--- src/logic/fcs_params.svh ---
`ifndef FCS_PARAMS_SVH
`define FCS_PARAMS_SVH

// ----------------------------------------
// command codes (low byte of the 16-bit write)
// ----------------------------------------
`define FCS_CODE_READ_ARRAY 8'hFF
`define FCS_CODE_READ_STATUS 8'h70
`define FCS_CODE_CLEAR_STATUS 8'h50
`define FCS_CODE_PROGRAM 8'h41
`define FCS_CODE_ERASE 8'h20
`define FCS_CODE_LOCK_PROGRAM 8'h77
`define FCS_CODE_LOCK_READ 8'h71
`define FCS_CODE_BLANK_CHECK 8'h25
`define FCS_CODE_CONFIRM 8'hD0
`define FCS_CODE_HIGH_BYTE 8'h00

// ----------------------------------------
// status value bit positions
// ----------------------------------------
`define FCS_SR_READY_BIT 7
`define FCS_SR_ERASE_BIT 5
`define FCS_SR_PROGRAM_BIT 4

// ----------------------------------------
// counts
// ----------------------------------------
`define FCS_ERASE_RETRIES 3
`define FCS_HIGH_WORD_OFFSET 2
`define FCS_POLL_LIMIT 65536

`endif

--- src/logic/fcs_pkg.sv ---
package fcs_pkg;

  // operations the user side can order
  typedef enum logic [2:0] {
    FCS_OP_READ_ARRAY,
    FCS_OP_READ_STATUS,
    FCS_OP_CLEAR_STATUS,
    FCS_OP_PROGRAM,
    FCS_OP_ERASE,
    FCS_OP_LOCK_PROGRAM,
    FCS_OP_LOCK_READ,
    FCS_OP_BLANK_CHECK
  } fcs_op_t;

  // sequencer states
  typedef enum logic [2:0] {
    FCS_ST_IDLE,
    FCS_ST_BUS,
    FCS_ST_WAIT,
    FCS_ST_POLL,
    FCS_ST_RETRY,
    FCS_ST_RETRY_WAIT,
    FCS_ST_DONE
  } fcs_state_t;

endpackage

--- src/logic/fcs_bus_cycle.sv ---
`timescale 1ns/100ps
`include "fcs_params.svh"

module fcs_bus_cycle #(
  parameter int AW = 20
) (
  input logic clock,
  input logic rst,
  input logic start,
  input logic isWrite,
  input logic [AW-1:0] addr,
  input logic [15:0] wdata,
  output logic done,
  output logic [15:0] rdata,
  output logic [AW-1:0] memAddr,
  output logic [15:0] memWdata,
  output logic memWe,
  output logic memRe,
  input logic [15:0] memRdata,
  input logic memAck
);

  logic busy;
  assign busy = memWe | memRe;

  // ----------------------------------------
  // one 16-bit cycle: strobe held until the device acknowledges
  // ----------------------------------------
  always_ff @(posedge clock or posedge rst) begin
    if (rst) begin
      memAddr <= '0;
      memWdata <= 16'h0000;
      memWe <= 1'b0;
      memRe <= 1'b0;
      done <= 1'b0;
      rdata <= 16'h0000;
    end else begin
      done <= 1'b0;
      if (start && !busy) begin
        memAddr <= {addr[AW-1:1], 1'b0};
        memWdata <= wdata;
        memWe <= isWrite;
        memRe <= !isWrite;
      end else if (busy && memAck) begin
        memWe <= 1'b0;
        memRe <= 1'b0;
        done <= 1'b1;
        rdata <= memRdata;
      end
    end
  end

  AST_EVEN_ADDRESS: assert property (@(posedge clock) disable iff (rst)
    busy |-> memAddr[0] == 1'b0)
    else $error("flash cycle on an odd address");

endmodule

--- src/logic/fcs_host.sv ---
// Notes on behaviour
// - commands and data go as 16-bit words to even addresses; high byte ignored.
// - never issue status read while in-place rewrite mode is selected.
// - program writes 41, low word, high word; then automatic program starts.
// - never program a location already written before its block is erased; code only refuses a repeat of the last programmed address.
// - erase writes 20 then D0 to the block's highest even address.
// - after an erase error clear status and retry erase up to three times.
// - lock program writes 77 then D0 to the same block address.
// - lock read writes 71 then D0; read lock result after ready returns.
// - blank check writes 25 then D0; not-blank shows in erase-error flag.
// - enable bits are set by writing 0 then 1 with nothing between.
// - no program, erase or lock or blank commands while main clock stopped.
// - CPU clock at most 10 MHz and wait state set before rewrite mode; code only refuses orders while either is missing.
`timescale 1ns/100ps
`include "fcs_params.svh"

module fcs_host
  import fcs_pkg::*;
#(
  parameter int AW = 20,
  parameter int POLL_LIMIT = `FCS_POLL_LIMIT
) (
  input logic clock,
  input logic rst,
  input logic cmdValid,
  input fcs_op_t cmdOp,
  input logic [AW-1:0] cmdAddr,
  input logic [15:0] cmdDataLo,
  input logic [15:0] cmdDataHi,
  output logic cmdReady,
  output logic rspValid,
  output logic rspRefused,
  output logic rspTimeout,
  output logic [7:0] rspStatus,
  output logic [15:0] rspData,
  output logic rspLock,
  input logic rewriteRequest,
  input logic lockDisableRequest,
  input logic inPlaceRequest,
  input logic mainClockStop,
  input logic cpuClockSlow,
  input logic waitStateSet,
  input logic flashRegsReset,
  output logic [AW-1:0] memAddr,
  output logic [15:0] memWdata,
  output logic memWe,
  output logic memRe,
  input logic [15:0] memRdata,
  input logic memAck,
  output logic rewriteModeEnable,
  output logic lockFunctionDisable,
  output logic inPlaceRewriteMode,
  input logic sequencerReadyFlag,
  input logic programErrorFlag,
  input logic eraseErrorFlag,
  input logic lockStateResult
);

  // ----------------------------------------
  // state
  // ----------------------------------------
  fcs_state_t state_reg, state_next;
  fcs_op_t op_reg;
  logic [AW-1:0] addr_reg;
  logic [15:0] lo_reg, hi_reg;
  logic [1:0] step_reg;
  logic [1:0] retry_reg;
  logic [$clog2(POLL_LIMIT+1)-1:0] poll_reg;
  logic timeout_reg;
  logic [AW-1:0] lastProg_reg;
  logic lastProgValid_reg;
  logic [1:0] enArmed_reg;
  logic [1:0] enOut_reg;
  logic busDone;
  logic [15:0] busRdata;

  // ----------------------------------------
  // enable bits: 0 first, 1 on the very next edge
  // ----------------------------------------
  logic [1:0] enWant;
  assign enWant = {lockDisableRequest, rewriteRequest};

  genvar gi;
  generate
    for (gi = 0; gi < 2; gi++) begin : g_enable
      // arming cycle writes 0; the set follows with no gap for anything else
      always_ff @(posedge clock or posedge rst) begin
        if (rst) begin
          enArmed_reg[gi] <= 1'b0;
          enOut_reg[gi] <= 1'b0;
        end else if (flashRegsReset || !enWant[gi]) begin
          enArmed_reg[gi] <= 1'b0;
          enOut_reg[gi] <= 1'b0;
        end else begin
          enArmed_reg[gi] <= !enOut_reg[gi] && !enArmed_reg[gi];
          enOut_reg[gi] <= enOut_reg[gi] | enArmed_reg[gi];
        end
      end
    end
  endgenerate

  assign rewriteModeEnable = enOut_reg[0];
  assign lockFunctionDisable = enOut_reg[1];

  always_ff @(posedge clock or posedge rst) begin
    if (rst) begin
      inPlaceRewriteMode <= 1'b0;
    end else if (state_reg == FCS_ST_IDLE && !accept) begin
      // frozen on the taking edge so the admission check and the order agree
      inPlaceRewriteMode <= inPlaceRequest;
    end
  end

  // ----------------------------------------
  // admission checks on a new order
  // ----------------------------------------
  logic heavyOp, clockOk, refuse, accept;
  assign heavyOp = cmdOp inside {FCS_OP_PROGRAM, FCS_OP_ERASE, FCS_OP_LOCK_PROGRAM,
                                 FCS_OP_LOCK_READ, FCS_OP_BLANK_CHECK};
  assign clockOk = cpuClockSlow && waitStateSet;
  assign refuse = !rewriteModeEnable || !clockOk
                  || (heavyOp && mainClockStop)
                  || (cmdOp == FCS_OP_READ_STATUS && inPlaceRewriteMode)
                  || (cmdOp == FCS_OP_PROGRAM && lastProgValid_reg
                      && lastProg_reg == cmdAddr);
  assign accept = state_reg == FCS_ST_IDLE && cmdValid && cmdReady;

  // ----------------------------------------
  // bus cycle table per operation and step
  // ----------------------------------------
  function automatic logic [7:0] fcs_first_code(input fcs_op_t op);
    case (op)
      FCS_OP_READ_ARRAY: fcs_first_code = `FCS_CODE_READ_ARRAY;
      FCS_OP_READ_STATUS: fcs_first_code = `FCS_CODE_READ_STATUS;
      FCS_OP_CLEAR_STATUS: fcs_first_code = `FCS_CODE_CLEAR_STATUS;
      FCS_OP_PROGRAM: fcs_first_code = `FCS_CODE_PROGRAM;
      FCS_OP_ERASE: fcs_first_code = `FCS_CODE_ERASE;
      FCS_OP_LOCK_PROGRAM: fcs_first_code = `FCS_CODE_LOCK_PROGRAM;
      FCS_OP_LOCK_READ: fcs_first_code = `FCS_CODE_LOCK_READ;
      default: fcs_first_code = `FCS_CODE_BLANK_CHECK;
    endcase
  endfunction

  logic isRead2, needsPoll, stepLast, stepWrite, inRetry;
  logic [AW-1:0] stepAddr;
  logic [15:0] stepData, busData;
  assign isRead2 = op_reg inside {FCS_OP_READ_ARRAY, FCS_OP_READ_STATUS};
  assign needsPoll = !isRead2 && op_reg != FCS_OP_CLEAR_STATUS;
  assign stepWrite = !(isRead2 && step_reg == 2'd1);
  assign stepLast = op_reg == FCS_OP_CLEAR_STATUS
                    || (op_reg == FCS_OP_PROGRAM ? step_reg == 2'd2 : step_reg == 2'd1);
  // high word goes to the next word address; block ops reuse the block address
  assign stepAddr = (op_reg == FCS_OP_PROGRAM && step_reg == 2'd2)
                    ? addr_reg + AW'(`FCS_HIGH_WORD_OFFSET) : addr_reg;
  assign stepData = step_reg == 2'd0 ? {`FCS_CODE_HIGH_BYTE, fcs_first_code(op_reg)}
                  : op_reg == FCS_OP_PROGRAM ? (step_reg == 2'd1 ? lo_reg : hi_reg)
                  : {`FCS_CODE_HIGH_BYTE, `FCS_CODE_CONFIRM};
  assign inRetry = state_reg == FCS_ST_RETRY;
  assign busData = inRetry ? {`FCS_CODE_HIGH_BYTE, `FCS_CODE_CLEAR_STATUS} : stepData;

  fcs_bus_cycle #(
    .AW(AW)
  ) u_bus (
    .clock(clock),
    .rst(rst),
    .start(state_reg == FCS_ST_BUS || inRetry),
    .isWrite(inRetry || stepWrite),
    .addr(stepAddr),
    .wdata(busData),
    .done(busDone),
    .rdata(busRdata),
    .memAddr(memAddr),
    .memWdata(memWdata),
    .memWe(memWe),
    .memRe(memRe),
    .memRdata(memRdata),
    .memAck(memAck)
  );

  // ----------------------------------------
  // sequencer next state
  // ----------------------------------------
  logic pollSeen, pollExpired, retryErase;
  // first poll cycle is skipped so the ready flag has time to drop
  assign pollSeen = poll_reg != '0 && sequencerReadyFlag;
  assign pollExpired = poll_reg == ($bits(poll_reg))'(POLL_LIMIT);
  assign retryErase = op_reg == FCS_OP_ERASE && eraseErrorFlag
                      && retry_reg < 2'(`FCS_ERASE_RETRIES);

  always_comb begin
    state_next = state_reg;
    case (state_reg)
      FCS_ST_IDLE: if (accept) state_next = refuse ? FCS_ST_DONE : FCS_ST_BUS;
      FCS_ST_BUS: state_next = FCS_ST_WAIT;
      FCS_ST_WAIT: begin
        if (busDone) begin
          state_next = !stepLast ? FCS_ST_BUS : needsPoll ? FCS_ST_POLL : FCS_ST_DONE;
        end
      end
      FCS_ST_POLL: begin
        if (flashRegsReset || pollExpired) state_next = FCS_ST_DONE;
        else if (pollSeen) state_next = retryErase ? FCS_ST_RETRY : FCS_ST_DONE;
      end
      FCS_ST_RETRY: state_next = FCS_ST_RETRY_WAIT;
      FCS_ST_RETRY_WAIT: if (busDone) state_next = FCS_ST_BUS;
      FCS_ST_DONE: state_next = FCS_ST_IDLE;
      default: state_next = FCS_ST_IDLE;
    endcase
  end

  // ----------------------------------------
  // sequencer registers
  // ----------------------------------------
  always_ff @(posedge clock or posedge rst) begin
    if (rst) begin
      state_reg <= FCS_ST_IDLE;
      op_reg <= FCS_OP_READ_ARRAY;
      addr_reg <= '0;
      lo_reg <= 16'h0000;
      hi_reg <= 16'h0000;
      step_reg <= 2'd0;
      retry_reg <= 2'd0;
      poll_reg <= '0;
      timeout_reg <= 1'b0;
      rspRefused <= 1'b0;
    end else begin
      state_reg <= state_next;
      if (accept) begin
        op_reg <= cmdOp;
        addr_reg <= cmdAddr;
        lo_reg <= cmdDataLo;
        hi_reg <= cmdDataHi;
        step_reg <= 2'd0;
        retry_reg <= 2'd0;
        timeout_reg <= 1'b0;
        rspRefused <= refuse;
      end
      if (state_reg == FCS_ST_WAIT && busDone && !stepLast) step_reg <= step_reg + 2'd1;
      if (state_reg == FCS_ST_RETRY) begin
        step_reg <= 2'd0;
        retry_reg <= retry_reg + 2'd1;
      end
      poll_reg <= state_reg == FCS_ST_POLL ? poll_reg + 1'b1 : '0;
      if (state_reg == FCS_ST_POLL && (pollExpired || flashRegsReset)) timeout_reg <= 1'b1;
    end
  end

  // ----------------------------------------
  // answer to the user and program bookkeeping
  // ----------------------------------------
  logic [7:0] statusNow;
  always_comb begin
    statusNow = 8'h00;
    statusNow[`FCS_SR_READY_BIT] = sequencerReadyFlag;
    statusNow[`FCS_SR_ERASE_BIT] = eraseErrorFlag;
    statusNow[`FCS_SR_PROGRAM_BIT] = programErrorFlag;
  end

  always_ff @(posedge clock or posedge rst) begin
    if (rst) begin
      cmdReady <= 1'b1;
      rspValid <= 1'b0;
      rspTimeout <= 1'b0;
      rspStatus <= 8'h80;
      rspData <= 16'h0000;
      rspLock <= 1'b0;
      lastProg_reg <= '0;
      lastProgValid_reg <= 1'b0;
    end else begin
      rspValid <= state_reg == FCS_ST_DONE;
      cmdReady <= state_next == FCS_ST_IDLE && state_reg != FCS_ST_DONE;
      if (state_reg == FCS_ST_DONE) begin
        rspTimeout <= timeout_reg;
        rspStatus <= statusNow;
        rspLock <= lockStateResult;
      end
      if (state_reg == FCS_ST_WAIT && busDone && isRead2) rspData <= busRdata;
      // remember the last programmed word; an erase without erase error clears the record
      if (state_reg == FCS_ST_DONE && !rspRefused) begin
        if (op_reg == FCS_OP_PROGRAM) begin
          lastProg_reg <= addr_reg;
          lastProgValid_reg <= 1'b1;
        end else if (op_reg == FCS_OP_ERASE && !eraseErrorFlag) begin
          lastProgValid_reg <= 1'b0;
        end
      end
    end
  end

  // ----------------------------------------
  // checks
  // ----------------------------------------
  AST_NO_STATUS_IN_PLACE: assert property (@(posedge clock) disable iff (rst)
    state_reg == FCS_ST_BUS && op_reg == FCS_OP_READ_STATUS |-> !inPlaceRewriteMode)
    else $error("status read issued in in-place rewrite mode");

  AST_ENABLE_ZERO_FIRST: assert property (@(posedge clock) disable iff (rst)
    $rose(rewriteModeEnable) |-> $past(enArmed_reg[0]) && !$past(rewriteModeEnable, 2))
    else $error("rewrite enable set without a preceding zero write");

  AST_CLOCK_STOP_REFUSED: assert property (@(posedge clock) disable iff (rst)
    accept && heavyOp && mainClockStop |=> state_reg == FCS_ST_DONE ##1 rspValid && rspRefused)
    else $error("heavy command taken with main clock stopped");

  AST_SLOW_CLOCK: assert property (@(posedge clock) disable iff (rst)
    accept && !clockOk |=> state_reg == FCS_ST_DONE)
    else $error("command started without slow clock and wait state");

  AST_RETRY_BOUND: assert property (@(posedge clock) disable iff (rst)
    state_reg == FCS_ST_RETRY |-> retry_reg < 2'(`FCS_ERASE_RETRIES) && op_reg == FCS_OP_ERASE)
    else $error("erase retried more than allowed");

  AST_RETRY_CLEARS: assert property (@(posedge clock) disable iff (rst)
    state_reg == FCS_ST_RETRY |=> memWe && memWdata[7:0] == `FCS_CODE_CLEAR_STATUS)
    else $error("erase retry without a clear status write");

  AST_PROGRAM_ORDER: assert property (@(posedge clock) disable iff (rst)
    state_reg == FCS_ST_BUS && op_reg == FCS_OP_PROGRAM && step_reg == 2'd1
    |=> memWe && memAddr == {addr_reg[AW-1:1], 1'b0} && memWdata == lo_reg)
    else $error("low program word not sent to the command address");

  AST_CONFIRM_CODE: assert property (@(posedge clock) disable iff (rst)
    state_reg == FCS_ST_BUS && needsPoll && op_reg != FCS_OP_PROGRAM && step_reg == 2'd1
    |=> memWe && memWdata == {`FCS_CODE_HIGH_BYTE, `FCS_CODE_CONFIRM})
    else $error("second cycle of a block command is not the confirm code");

  AST_POLL_ON_READY: assert property (@(posedge clock) disable iff (rst)
    state_reg == FCS_ST_POLL && state_next == FCS_ST_DONE && !flashRegsReset && !pollExpired
    |-> sequencerReadyFlag && $past(state_reg) == FCS_ST_POLL)
    else $error("operation finished before the ready flag returned");

  AST_NO_REPROGRAM: assert property (@(posedge clock) disable iff (rst)
    accept && cmdOp == FCS_OP_PROGRAM && lastProgValid_reg && lastProg_reg == cmdAddr
    |=> rspRefused)
    else $error("program of an already written word was taken");

endmodule

--- config.mk ---
export PLATFORM = sky130hd
export DESIGN_NAME = fcs_host
export DESIGN_NICKNAME = d
export VERILOG_FILES = /design/src/logic/fcs_pkg.sv /design/src/logic/fcs_bus_cycle.sv /design/src/logic/fcs_host.sv
export VERILOG_INCLUDE_DIRS = /design/src /design/src/logic
export SDC_FILE = /design/constraint.sdc
export NUM_CORES = 1
export LEC_CHECK = 0
export CORE_UTILIZATION = 50
export CTS_BUF_LIST = sky130_fd_sc_hd__clkbuf_4 sky130_fd_sc_hd__clkbuf_8
export DETAILED_ROUTE_END_ITERATION = 7
export DONT_BUFFER_PORTS = 1
export GPL_TIMING_DRIVEN = 0
export PLACE_DENSITY = 0.62
export SLEW_MARGIN = 20
export SYNTH_ARGS = -nofsm -noshare
export SYNTH_HDL_FRONTEND = slang
export SYNTH_SLANG_ARGS = --single-unit
--- constraint.sdc ---
create_clock -name clock -period 16.55 [get_ports clock]
set_input_delay 2.4825 -clock clock [delete_from_list [all_inputs] [get_ports clock]]
set_output_delay 2.4825 -clock clock [all_outputs]
set_load 0.01 [all_outputs]
After elaboration in Yosys (flattened, before gate mapping)
Cells that the tools add are included.
W data, S select, Z words.
{"block": "word_totals", "regBits": 184}
{"block": "op_classes", "add_sub_neg": 4, "order_cmp": 1, "eq_ne": 24, "mux": 35, "n_bitwise": 4, "reduce_logical": 65}
{"op": "$mux W16", "count": 4}
{"op": "$pmux W8 S7", "count": 1}
{"op": "$eq A3 B3 Y1 const B", "count": 10}
{"op": "$logic_and A1 B1 Y1", "count": 25}
{"op": "$mux W3", "count": 8}
{"op": "$add A20 B2 Y20 const B", "count": 1}
{"op": "$eq A20 B20 Y1", "count": 1}
{"op": "$mux W20", "count": 1}
{"op": "$pmux W3 S6", "count": 1}
{"op": "$add A17 B1 Y17 const B", "count": 1}
{"op": "$eq A17 B17 Y1 const B", "count": 1}
{"op": "$mux W17", "count": 1}
{"op": "$reduce_bool A17 Y1", "count": 1}
{"op": "$eq A3 B2 Y1 const B", "count": 5}
{"op": "$logic_not A1 Y1", "count": 15}
{"op": "$mux W1", "count": 14}
{"op": "$logic_or A1 B1 Y1", "count": 10}
{"op": "$mux W2", "count": 5}
{"op": "$reduce_bool A2 Y1", "count": 5}
{"op": "$eq A3 B1 Y1 const B", "count": 3}
{"op": "$logic_not A3 Y1", "count": 3}
{"op": "$reduce_and A2 Y1", "count": 3}
{"op": "$reduce_bool A5 Y1", "count": 1}
{"op": "$add A2 B1 Y2 const B", "count": 2}
{"op": "other kinds (9)", "count": 11}

Logic depth before layout (Yosys ltp)
Gate-level depths: netlist (run 1).
{"block": "logic_depth", "ltp_word": 11, "ltp_mapped": 8}

Cells and area by module
From an unflattened synthesis (run 1), not the netlist that was laid out.
{"block": "hier_totals", "cells_unflattened": 800, "area_unflattened_um2": 8479.4}
{"mod": "fcs_host", "instances": 1, "cells_each": 680, "area_per_inst_um2": 6429.9}
{"mod": "fcs_bus_cycle", "instances": 1, "cells_each": 120, "area_per_inst_um2": 2049.5}

Worst setup path before layout (run 1)
OpenSTA, ideal clock, no wires.
{"block": "synth_path", "kind": "input-to-reg", "startpoint": "in memAck", "endpoint": "reg u_bus.rdata[0]", "setup_time_ns": 0.125, "arrival_time_ns": 3.379, "required_time_ns": 16.425, "path_slack_ns": 13.047, "stages": 3, "path_buffers": 1, "path_cell_list": "o21ai_1 -> buf_2 -> mux2_2"}
{"block": "synth_via", "elab_chain_cells": 2}
{"item": "from (decl)", "line": "fcs_host.sv:49", "text": "input logic memAck,"}
{"item": "$logic_and A1 B1 Y1", "line": "fcs_bus_cycle.sv:44", "text": "end else if (busy && memAck) begin"}
{"item": "$reduce_and A2 Y1 (no source line)"}
{"item": "to (signal assigned)", "line": "fcs_bus_cycle.sv:48", "text": "rdata <= memRdata;"}
{"item": "to (decl)", "line": "fcs_bus_cycle.sv:14", "text": "output logic [15:0] rdata,"}
Every way passes these cells.
A chain may end at the register's enable or synchronous reset.

Final worst setup path (run 1)
{"block": "layout_path", "startpoint": "reg cmdReady", "endpoint": "out cmdReady"}
{"item": "from (decl)", "line": "fcs_host.sv:30", "text": "output logic cmdReady,"}
{"item": "from (signal assigned)", "line": "fcs_host.sv:261", "text": "cmdReady <= 1'b1;"}
{"item": "from (signal assigned)", "line": "fcs_host.sv:271", "text": "cmdReady <= state_next == FCS_ST_IDLE && state_reg != FCS_ST_DONE;"}
No word-level cell between the ends.

==> metrics.md, run 1 <==
| Metric | Value |
|---|---|
| YS warnings | 0 |
| Final WL | 18900 um |
| RSZ-0062 raised after global routing | false |
| Antenna violations before repair | 0 |
| Largest family of logic cells by synthesized area | simple AND/OR/NAND/NOR gates |
| I/O Buffers | 0 |
| Tcrit/Tclk final | 21.3% |
| Total GRT Usage | 23.0% |
| CTS H-tree depth | 4 |
| Final WS setup | 13.02 ns |
| Multiplexer share of the synthesized area | 9.66% |
| Vias in the first global route | 5879 |
| CTS tree | built |
| Status | finished, final reports clean |
| Place WS | 12.75 ns |
| Clk Latency, worst-skew pair | 0.46 ns |
| Synth Area in Compound Gates | 5.58% |
| EDFF count, synth | 0 |
| Vias post-DR | 5821 |
| Synth Register Bits | 184 |
| Lkg Pwr | 4.22 nW |
| Placer Congestion | 0.817 |
| Final core utilization | 56.3% |
| Die ar. | 17200 um2 |
| Register area | 4610 um2 |
| Clock sink count | 184 |
| Post-Synth Adder-Cell Area | 1.05% |
| Synthesis-to-layout area growth | 8.61% |
| Layout net count | 934 |
| Share of post-route cells with drive strength above 1 | 13.1% |
| Placed cells | 1038 |
| Critical path class | reg -> out |
| Hold path depth | 1 |
| Total congestion overflow | 0 |
| Levels on crit path | 0 |
| Max Freq | 0.283 GHz |
| Worst relative slew slack | 39.3% |
| Simple-Gate Fraction of Synth Area | 19.7% |
| Starting Density | 51.8% |
| Post-CTS Setup Repair Bufs | 0 |
| Max clock buf depth | 2 |
| Row cnt | 46 |
| Sequential fraction of the synthesis area | 55.3% |
| Crit path DAT | 1.05 ns |
| Post-DRT Antenna Nets | 0 |
| Top fanout value on the critical path | 3 |
| Crit. End Element | output pin |
| Synth unique cells | 54 |
| DP Wirelength | 13800 um |
| Worst EP required | 14.07 ns |
| Drt first pass iters | 5 |
| Core ar. | 16100 um2 |
| Non-Filler Instances | 1070 |
| Hold-fix buffers, CTS | 0 |
| Max-Cap Viols | 0 |
| Syn avg cell area | 10.2 um2 |
| Pin count of the biggest net entering global routing | 96 |
| Pin slew with the least headroom to its limit | 0.902 ns |
| Final setup violation count | 0 |
| Ant diodes | 0 |
| Pwr Total | 1.48 mW |
| Final Hold Viols | 0 |
| PwrDens | 163 nW/um2 |
| Fin. max-slew vios | 0 |
| Commonest cells after routing, fill and taps aside | 232 x nand2_1, 182 x dfrtp_1, 46 x o21ai_0, 42 x nor2_1, 35 x mux2_2 |
| Root buffer cell | clkbuf_8 |
| Min Tclk post-route | 3.53 ns |
| Clock slew at reported path FFs | 0.10 ns |
| Die Width | 131 um |
| DR vias/cell | 5.44 |
| I/O pin cnt | 156 |
| Setup TNS | 0 ns |
| First-pass GRT wire length | 29600 um |
| Peak supply drop | 0.0806 mV |
| Post-synth top flop | dfrtp_1 |
| Most common cell after layout, fill and taps aside | nand2_1 |
| Routed len/inst | 17.6 um |
| R2R cell count | 7 |
| Post-Syn Instances | 816 |
| Post-Synth XOR/XNOR Area | 5.47% |
| Post-synth ARST share | 100% |
| 1st-iter DRT viols | 314 |
| CTS buffer count | 17 |
| Hold Path Class | reg -> reg |
| CP startpoint kind | flop |
| Setup Skew | 0.0130 ns |
| Die Y | 131 um |
| Multi-input gate area | 3480 um2 |
| Layout fillers | 1419 |
| Post-synthesis cell area | 8320 um2 |
| Residual DRC | 0 |
| # resized after CTS | 0 |
-- cells by family after synthesis --
group,Yosys count
and+or+nand+nor,369
DFF,184
AOI/OAI and AO/OA,81
muxes,67
buffers and inverters,55
xor gates and xnor gates,52
adders and majority gates,7
other,1
-- final cells by class --
type	instances	share of cell area, %
well taps	216	2.99
plain buffers	42	2.34
clock inverters	15	1.76
repair buffers	1	0.304
flip-flops and latches	184	51.0
inverters	13	0.623
multi-input cells	582	38.4
clock buffers	17	2.59
-- Yosys cell counts (all sizes together) (2+ instances only) --
| cell type | instances | area (um2) |
|---|---|---|
| nand2 | 232 | 871 |
| dfrtp | 182 | 4550 |
| mux2 | 53 | 664 |
| o21ai | 49 | 245 |
| nor2 | 42 | 158 |
| xnor2 | 34 | 298 |
| clkbuf | 23 | 88.8 |
| buf | 19 | 123 |
| nand3 | 19 | 95.1 |
| xor2 | 18 | 158 |
| a21oi | 14 | 70.1 |
| mux2i | 14 | 140 |
| inv | 13 | 48.8 |
| nand4 | 12 | 75.1 |
| nor3 | 11 | 55.1 |
| nand2b | 9 | 56.3 |
| nor2b | 9 | 56.3 |
| and3 | 8 | 50.1 |
| ha | 7 | 87.6 |
| or3 | 5 | 36.3 |
| and4 | 4 | 35.0 |
| nor4 | 4 | 25.0 |
| a211oi | 3 | 22.5 |
| a22o | 3 | 26.3 |
| a221o | 2 | 20.0 |
| a31oi | 2 | 12.5 |
| and2 | 2 | 12.5 |
| dfstp | 2 | 52.6 |
| nand3b | 2 | 15.0 |
| nand4b | 2 | 32.5 |
| o221ai | 2 | 17.5 |
| or2 | 2 | 12.5 |
-- layer usage --
layer  GRT usage [%]  part of all wire (%)
met5               0                     0
met4            10.0                   2.7
met3            7.65                   7.4
met2            37.4                    49
met1            27.8                    41
-- metrics by stage --
step | hold WS, ns | area (um2)
3_5_place_dp | 0.425 | 8650
6_report | 0.436 | 9040
2_1_floorplan | 0.409 | 8340
4_1_cts | 0.440 | 9040
5_1_grt | 0.452 | 9040
3_3_place_gp | 0.421 | 8610
-- power by group --
| group | leakage, nW | switching (mW) | internal, mW | total [mW] |
|---|---|---|---|---|
| combinational | 1.66 | 0.249 | 0.180 | 0.428 |
| sequential | 2.37 | 0.144 | 0.602 | 0.746 |
| clock | 0.191 | 0.176 | 0.126 | 0.301 |
| total | 4.22 | 0.569 | 0.907 | 1.48 |
-- worst paths after layout --
check | from | to | slack [ns]
min in group asynchronous | rst | rspStatus[4]$_DFFE_PP0P_ | 1.94
min reg2reg | enArmed_reg[1]$_DFF_PP0_ | enArmed_reg[1]$_DFF_PP0_ | 0.44
max in group asynchronous | rst | u_bus.memAddr[2]$_DFFE_PP0P_ | 13.73
min | enArmed_reg[1]$_DFF_PP0_ | enArmed_reg[1]$_DFF_PP0_ | 0.44
max reg2reg | step_reg[0]$_DFFE_PP0P_ | u_bus.memAddr[18]$_DFFE_PP0P_ | 14.21
max | cmdReady$_DFF_PP1_ | cmdReady | 13.02
(Power assumes the default switching activity.)
==> run 2, diff against run 1 <==
- PLACE_DENSITY: 0.62 -> 0.65
- clock period: 16.55 -> 3.15 ns (I/O delays scaled with it)
==> run 2 against run 1 <==
Effect of this change:
- clock power grew to 5.5 times the previous value
- wire length shrank 0.80%
- sequential power grew to 5.3 times the previous value
- sequential share of layout area shrank 0.59 points
==> metrics.md, run 2 (synthesized netlist as in run 1, its figures left out) <==
| Metric | Value |
|---|---|
| Area after DPL | 8720 um2 |
| Worst hold slack | 0.0954 ns |
| Starting Density | 51.8% |
| Critical Path Source | step_reg[0]$_DFFE_PP0P_ |
| Worst relative slew slack | 38.1% |
| Total congestion overflow | 0 |
| Root buffer cell | clkbuf_8 |
| CTS buffer count | 17 |
| Layout net count | 939 |
| Lkg Pwr | 4.27 nW |
| Met3 WL | 1580 um |
| M1 WL | 7540 um |
| CTS H-tree depth | 4 |
| Worst EP required | 3.54 ns |
| DP Wirelength | 14000 um |
| CP max stage cell | nor4_1 |
| Antenna violations before repair | 0 |
| 1st-iter DRT viols | 304 |
| Max-Cap Viols | 0 |
| Hold Path Class | in -> reg |
| Vias in the first global route | 5754 |
| Die Y | 131 um |
| RSZ-0062 raised after global routing | false |
| Commonest cells after routing, fill and taps aside | 232 x nand2_1, 182 x dfrtp_1, 46 x o21ai_0, 42 x nor2_1, 35 x mux2_2 |
| Share of post-route cells with drive strength above 1 | 13.4% |
| Residual DRC | 0 |
| I/O pin cnt | 156 |
| Status | finished, final reports clean |
| Final Hold Viols | 0 |
| Total GRT Usage | 22.9% |
| I/O Buffers | 0 |
| First-pass GRT wire length | 29400 um |
| Most common cell after layout, fill and taps aside | nand2_1 |
| Clock slew at reported path FFs | 0.09 ns |
| Ant diodes | 0 |
| Pin count of the biggest net entering global routing | 38 |
| Peak supply drop | 0.426 mV |
| CTS tree | built |
| Met2 wire length | 9310 um |
| Crit. End Element | flop |
| Clock sink count | 184 |
| Pin slew with the least headroom to its limit | 0.920 ns |
| Top Metal Used | met4 |
| Hold path startpoint | sequencerReadyFlag |
| Routed len/inst | 17.4 um |
| CP Cell Sequence | inv_1 -> ha_1 -> nand4b_4 -> nor4_1 -> nand3_1 -> xor2_1 -> o21ai_0 |
| Top fanout value on the critical path | 5 |
| Row cnt | 46 |
| Max Freq | 0.424 GHz |
| Max clock buf depth | 2 |
| Delay of the slowest critical-path stage | 0.82 ns |
| Clk Latency, worst-skew pair | 0.47 ns |
| Post-DRT Antenna Nets | 0 |
| PwrDens | 859 nW/um2 |
| Setup Skew | 0.0116 ns |
| Critical path class | reg -> reg |
| Worst R2R Start | step_reg[0]$_DFFE_PP0P_ |
| Final setup violation count | 0 |
| Final Cell Area | 9150 um2 |
| Min Tclk post-route | 2.36 ns |
| Drt first pass iters | 5 |
| # resized after CTS | 0 |
| Synthesis-to-layout area growth | 9.88% |
| Crit path DAT | 2.75 ns |
| Tcrit/Tclk final | 74.9% |
| Placer Congestion | 0.841 |
| Die Width | 131 um |
| Die ar. | 17200 um2 |
| Layout fillers | 1406 |
| DR vias/cell | 5.43 |
| Final WL | 18700 um |
| CP startpoint kind | flop |
| Fin. max-slew vios | 0 |
| Core ar. | 16100 um2 |
| Vias post-DR | 5835 |
[run 2: cell types whose count changed in the layout (fill, tap and decap cells not counted), sizes merged]
cell         before  now
bufinv            1    3
inv              21   14
clkbuf           40   41
dlygate4sd3       0    1
clkinv            3    6
buf              20   24
[run 2: path summary, 6_finish.rpt]
path | slack [ns] | endpoint | cells after the start
setup / recovery | 0.79 | u_bus.memAddr[18]$_DFFE_PP0P_ | 7
hold / removal | 0.1 | rspStatus[7]$_DFFE_PP1P_ | 2
setup reg to reg | 0.79 | u_bus.memAddr[18]$_DFFE_PP0P_ | 7
hold reg to reg | 0.45 | enArmed_reg[0]$_DFF_PP0_ | 1
max in group asynchronous | 1.54 | retry_reg[1]$_DFFE_PP0P_ | 5
min in group asynchronous | 0.57 | u_bus.memAddr[17]$_DFFE_PP0P_ | 2
[run 2: power by group]
| part | internal (mW) | switching, mW | leakage, nW | total (mW) |
|---|---|---|---|---|
| combinational | 0.954 | 1.31 | 1.69 | 2.26 |
| sequential | 3.16 | 0.769 | 2.37 | 3.93 |
| clock | 0.810 | 0.852 | 0.206 | 1.66 |
| total | 4.93 | 2.93 | 4.27 | 7.86 |
[run 2: layer usage]
metal	vias up	track usage, %
met2	158	38.8
met3	24	8.02
met5	-	0
li1	2759	-
met1	2894	27.2
met4	0	7.23
[run 2: area by class of cell]
cell class	count	area, um2	area share, %
Inverter	13	52.6	0.575
Buffer	42	211	2.31
Clock buffer	18	248	2.71
Timing Repair Buffer	6	110	1.20
Clock inverter	13	171	1.87
Sequential cell	184	4610	50.4
Multi-Input combinational cell	582	3480	38.0
Tap cell	216	270	2.95
[run 2: stage by stage]
step / utilization (%) / TNS [ns] / power (mW) / worst slack (ns) / instances
finish: 57.0 / 0 / 7.86 / 0.790 / 1074
global route: 57.0 / 0 / 8.40 / 0.578 / 1074
CTS: 57.0 / 0 / 7.93 / 0.771 / 1074
detailed placement: 54.3 / 0 / 6.25 / 0.791 / 1042
global placement: 53.7 / -93.01 / 6.10 / -0.521 / 1037
floorplan: - / 0 / 5.53 / 0.315 / 821
[run 2: critical path, delay by kind of cell (launching register included)]
| kind | cells | cell delay [ns] |
|---|---|---|
| adders and majority gates | 1 | 0.24 |
| and+or+nand+nor | 3 | 1.17 |
| buffers and inverters | 1 | 0.09 |
| DFF | 1 | 0.42 |
| xor gates and xnor gates | 1 | 0.19 |
| AOI/OAI and AO/OA | 1 | 0.16 |
[run 2: what timing repair did]
action	in CTS	in global routing
buffers inserted	0	0
hold buffers	1	0
endpoints found under the hold margin	26	0
setup endpoints to repair	0	0
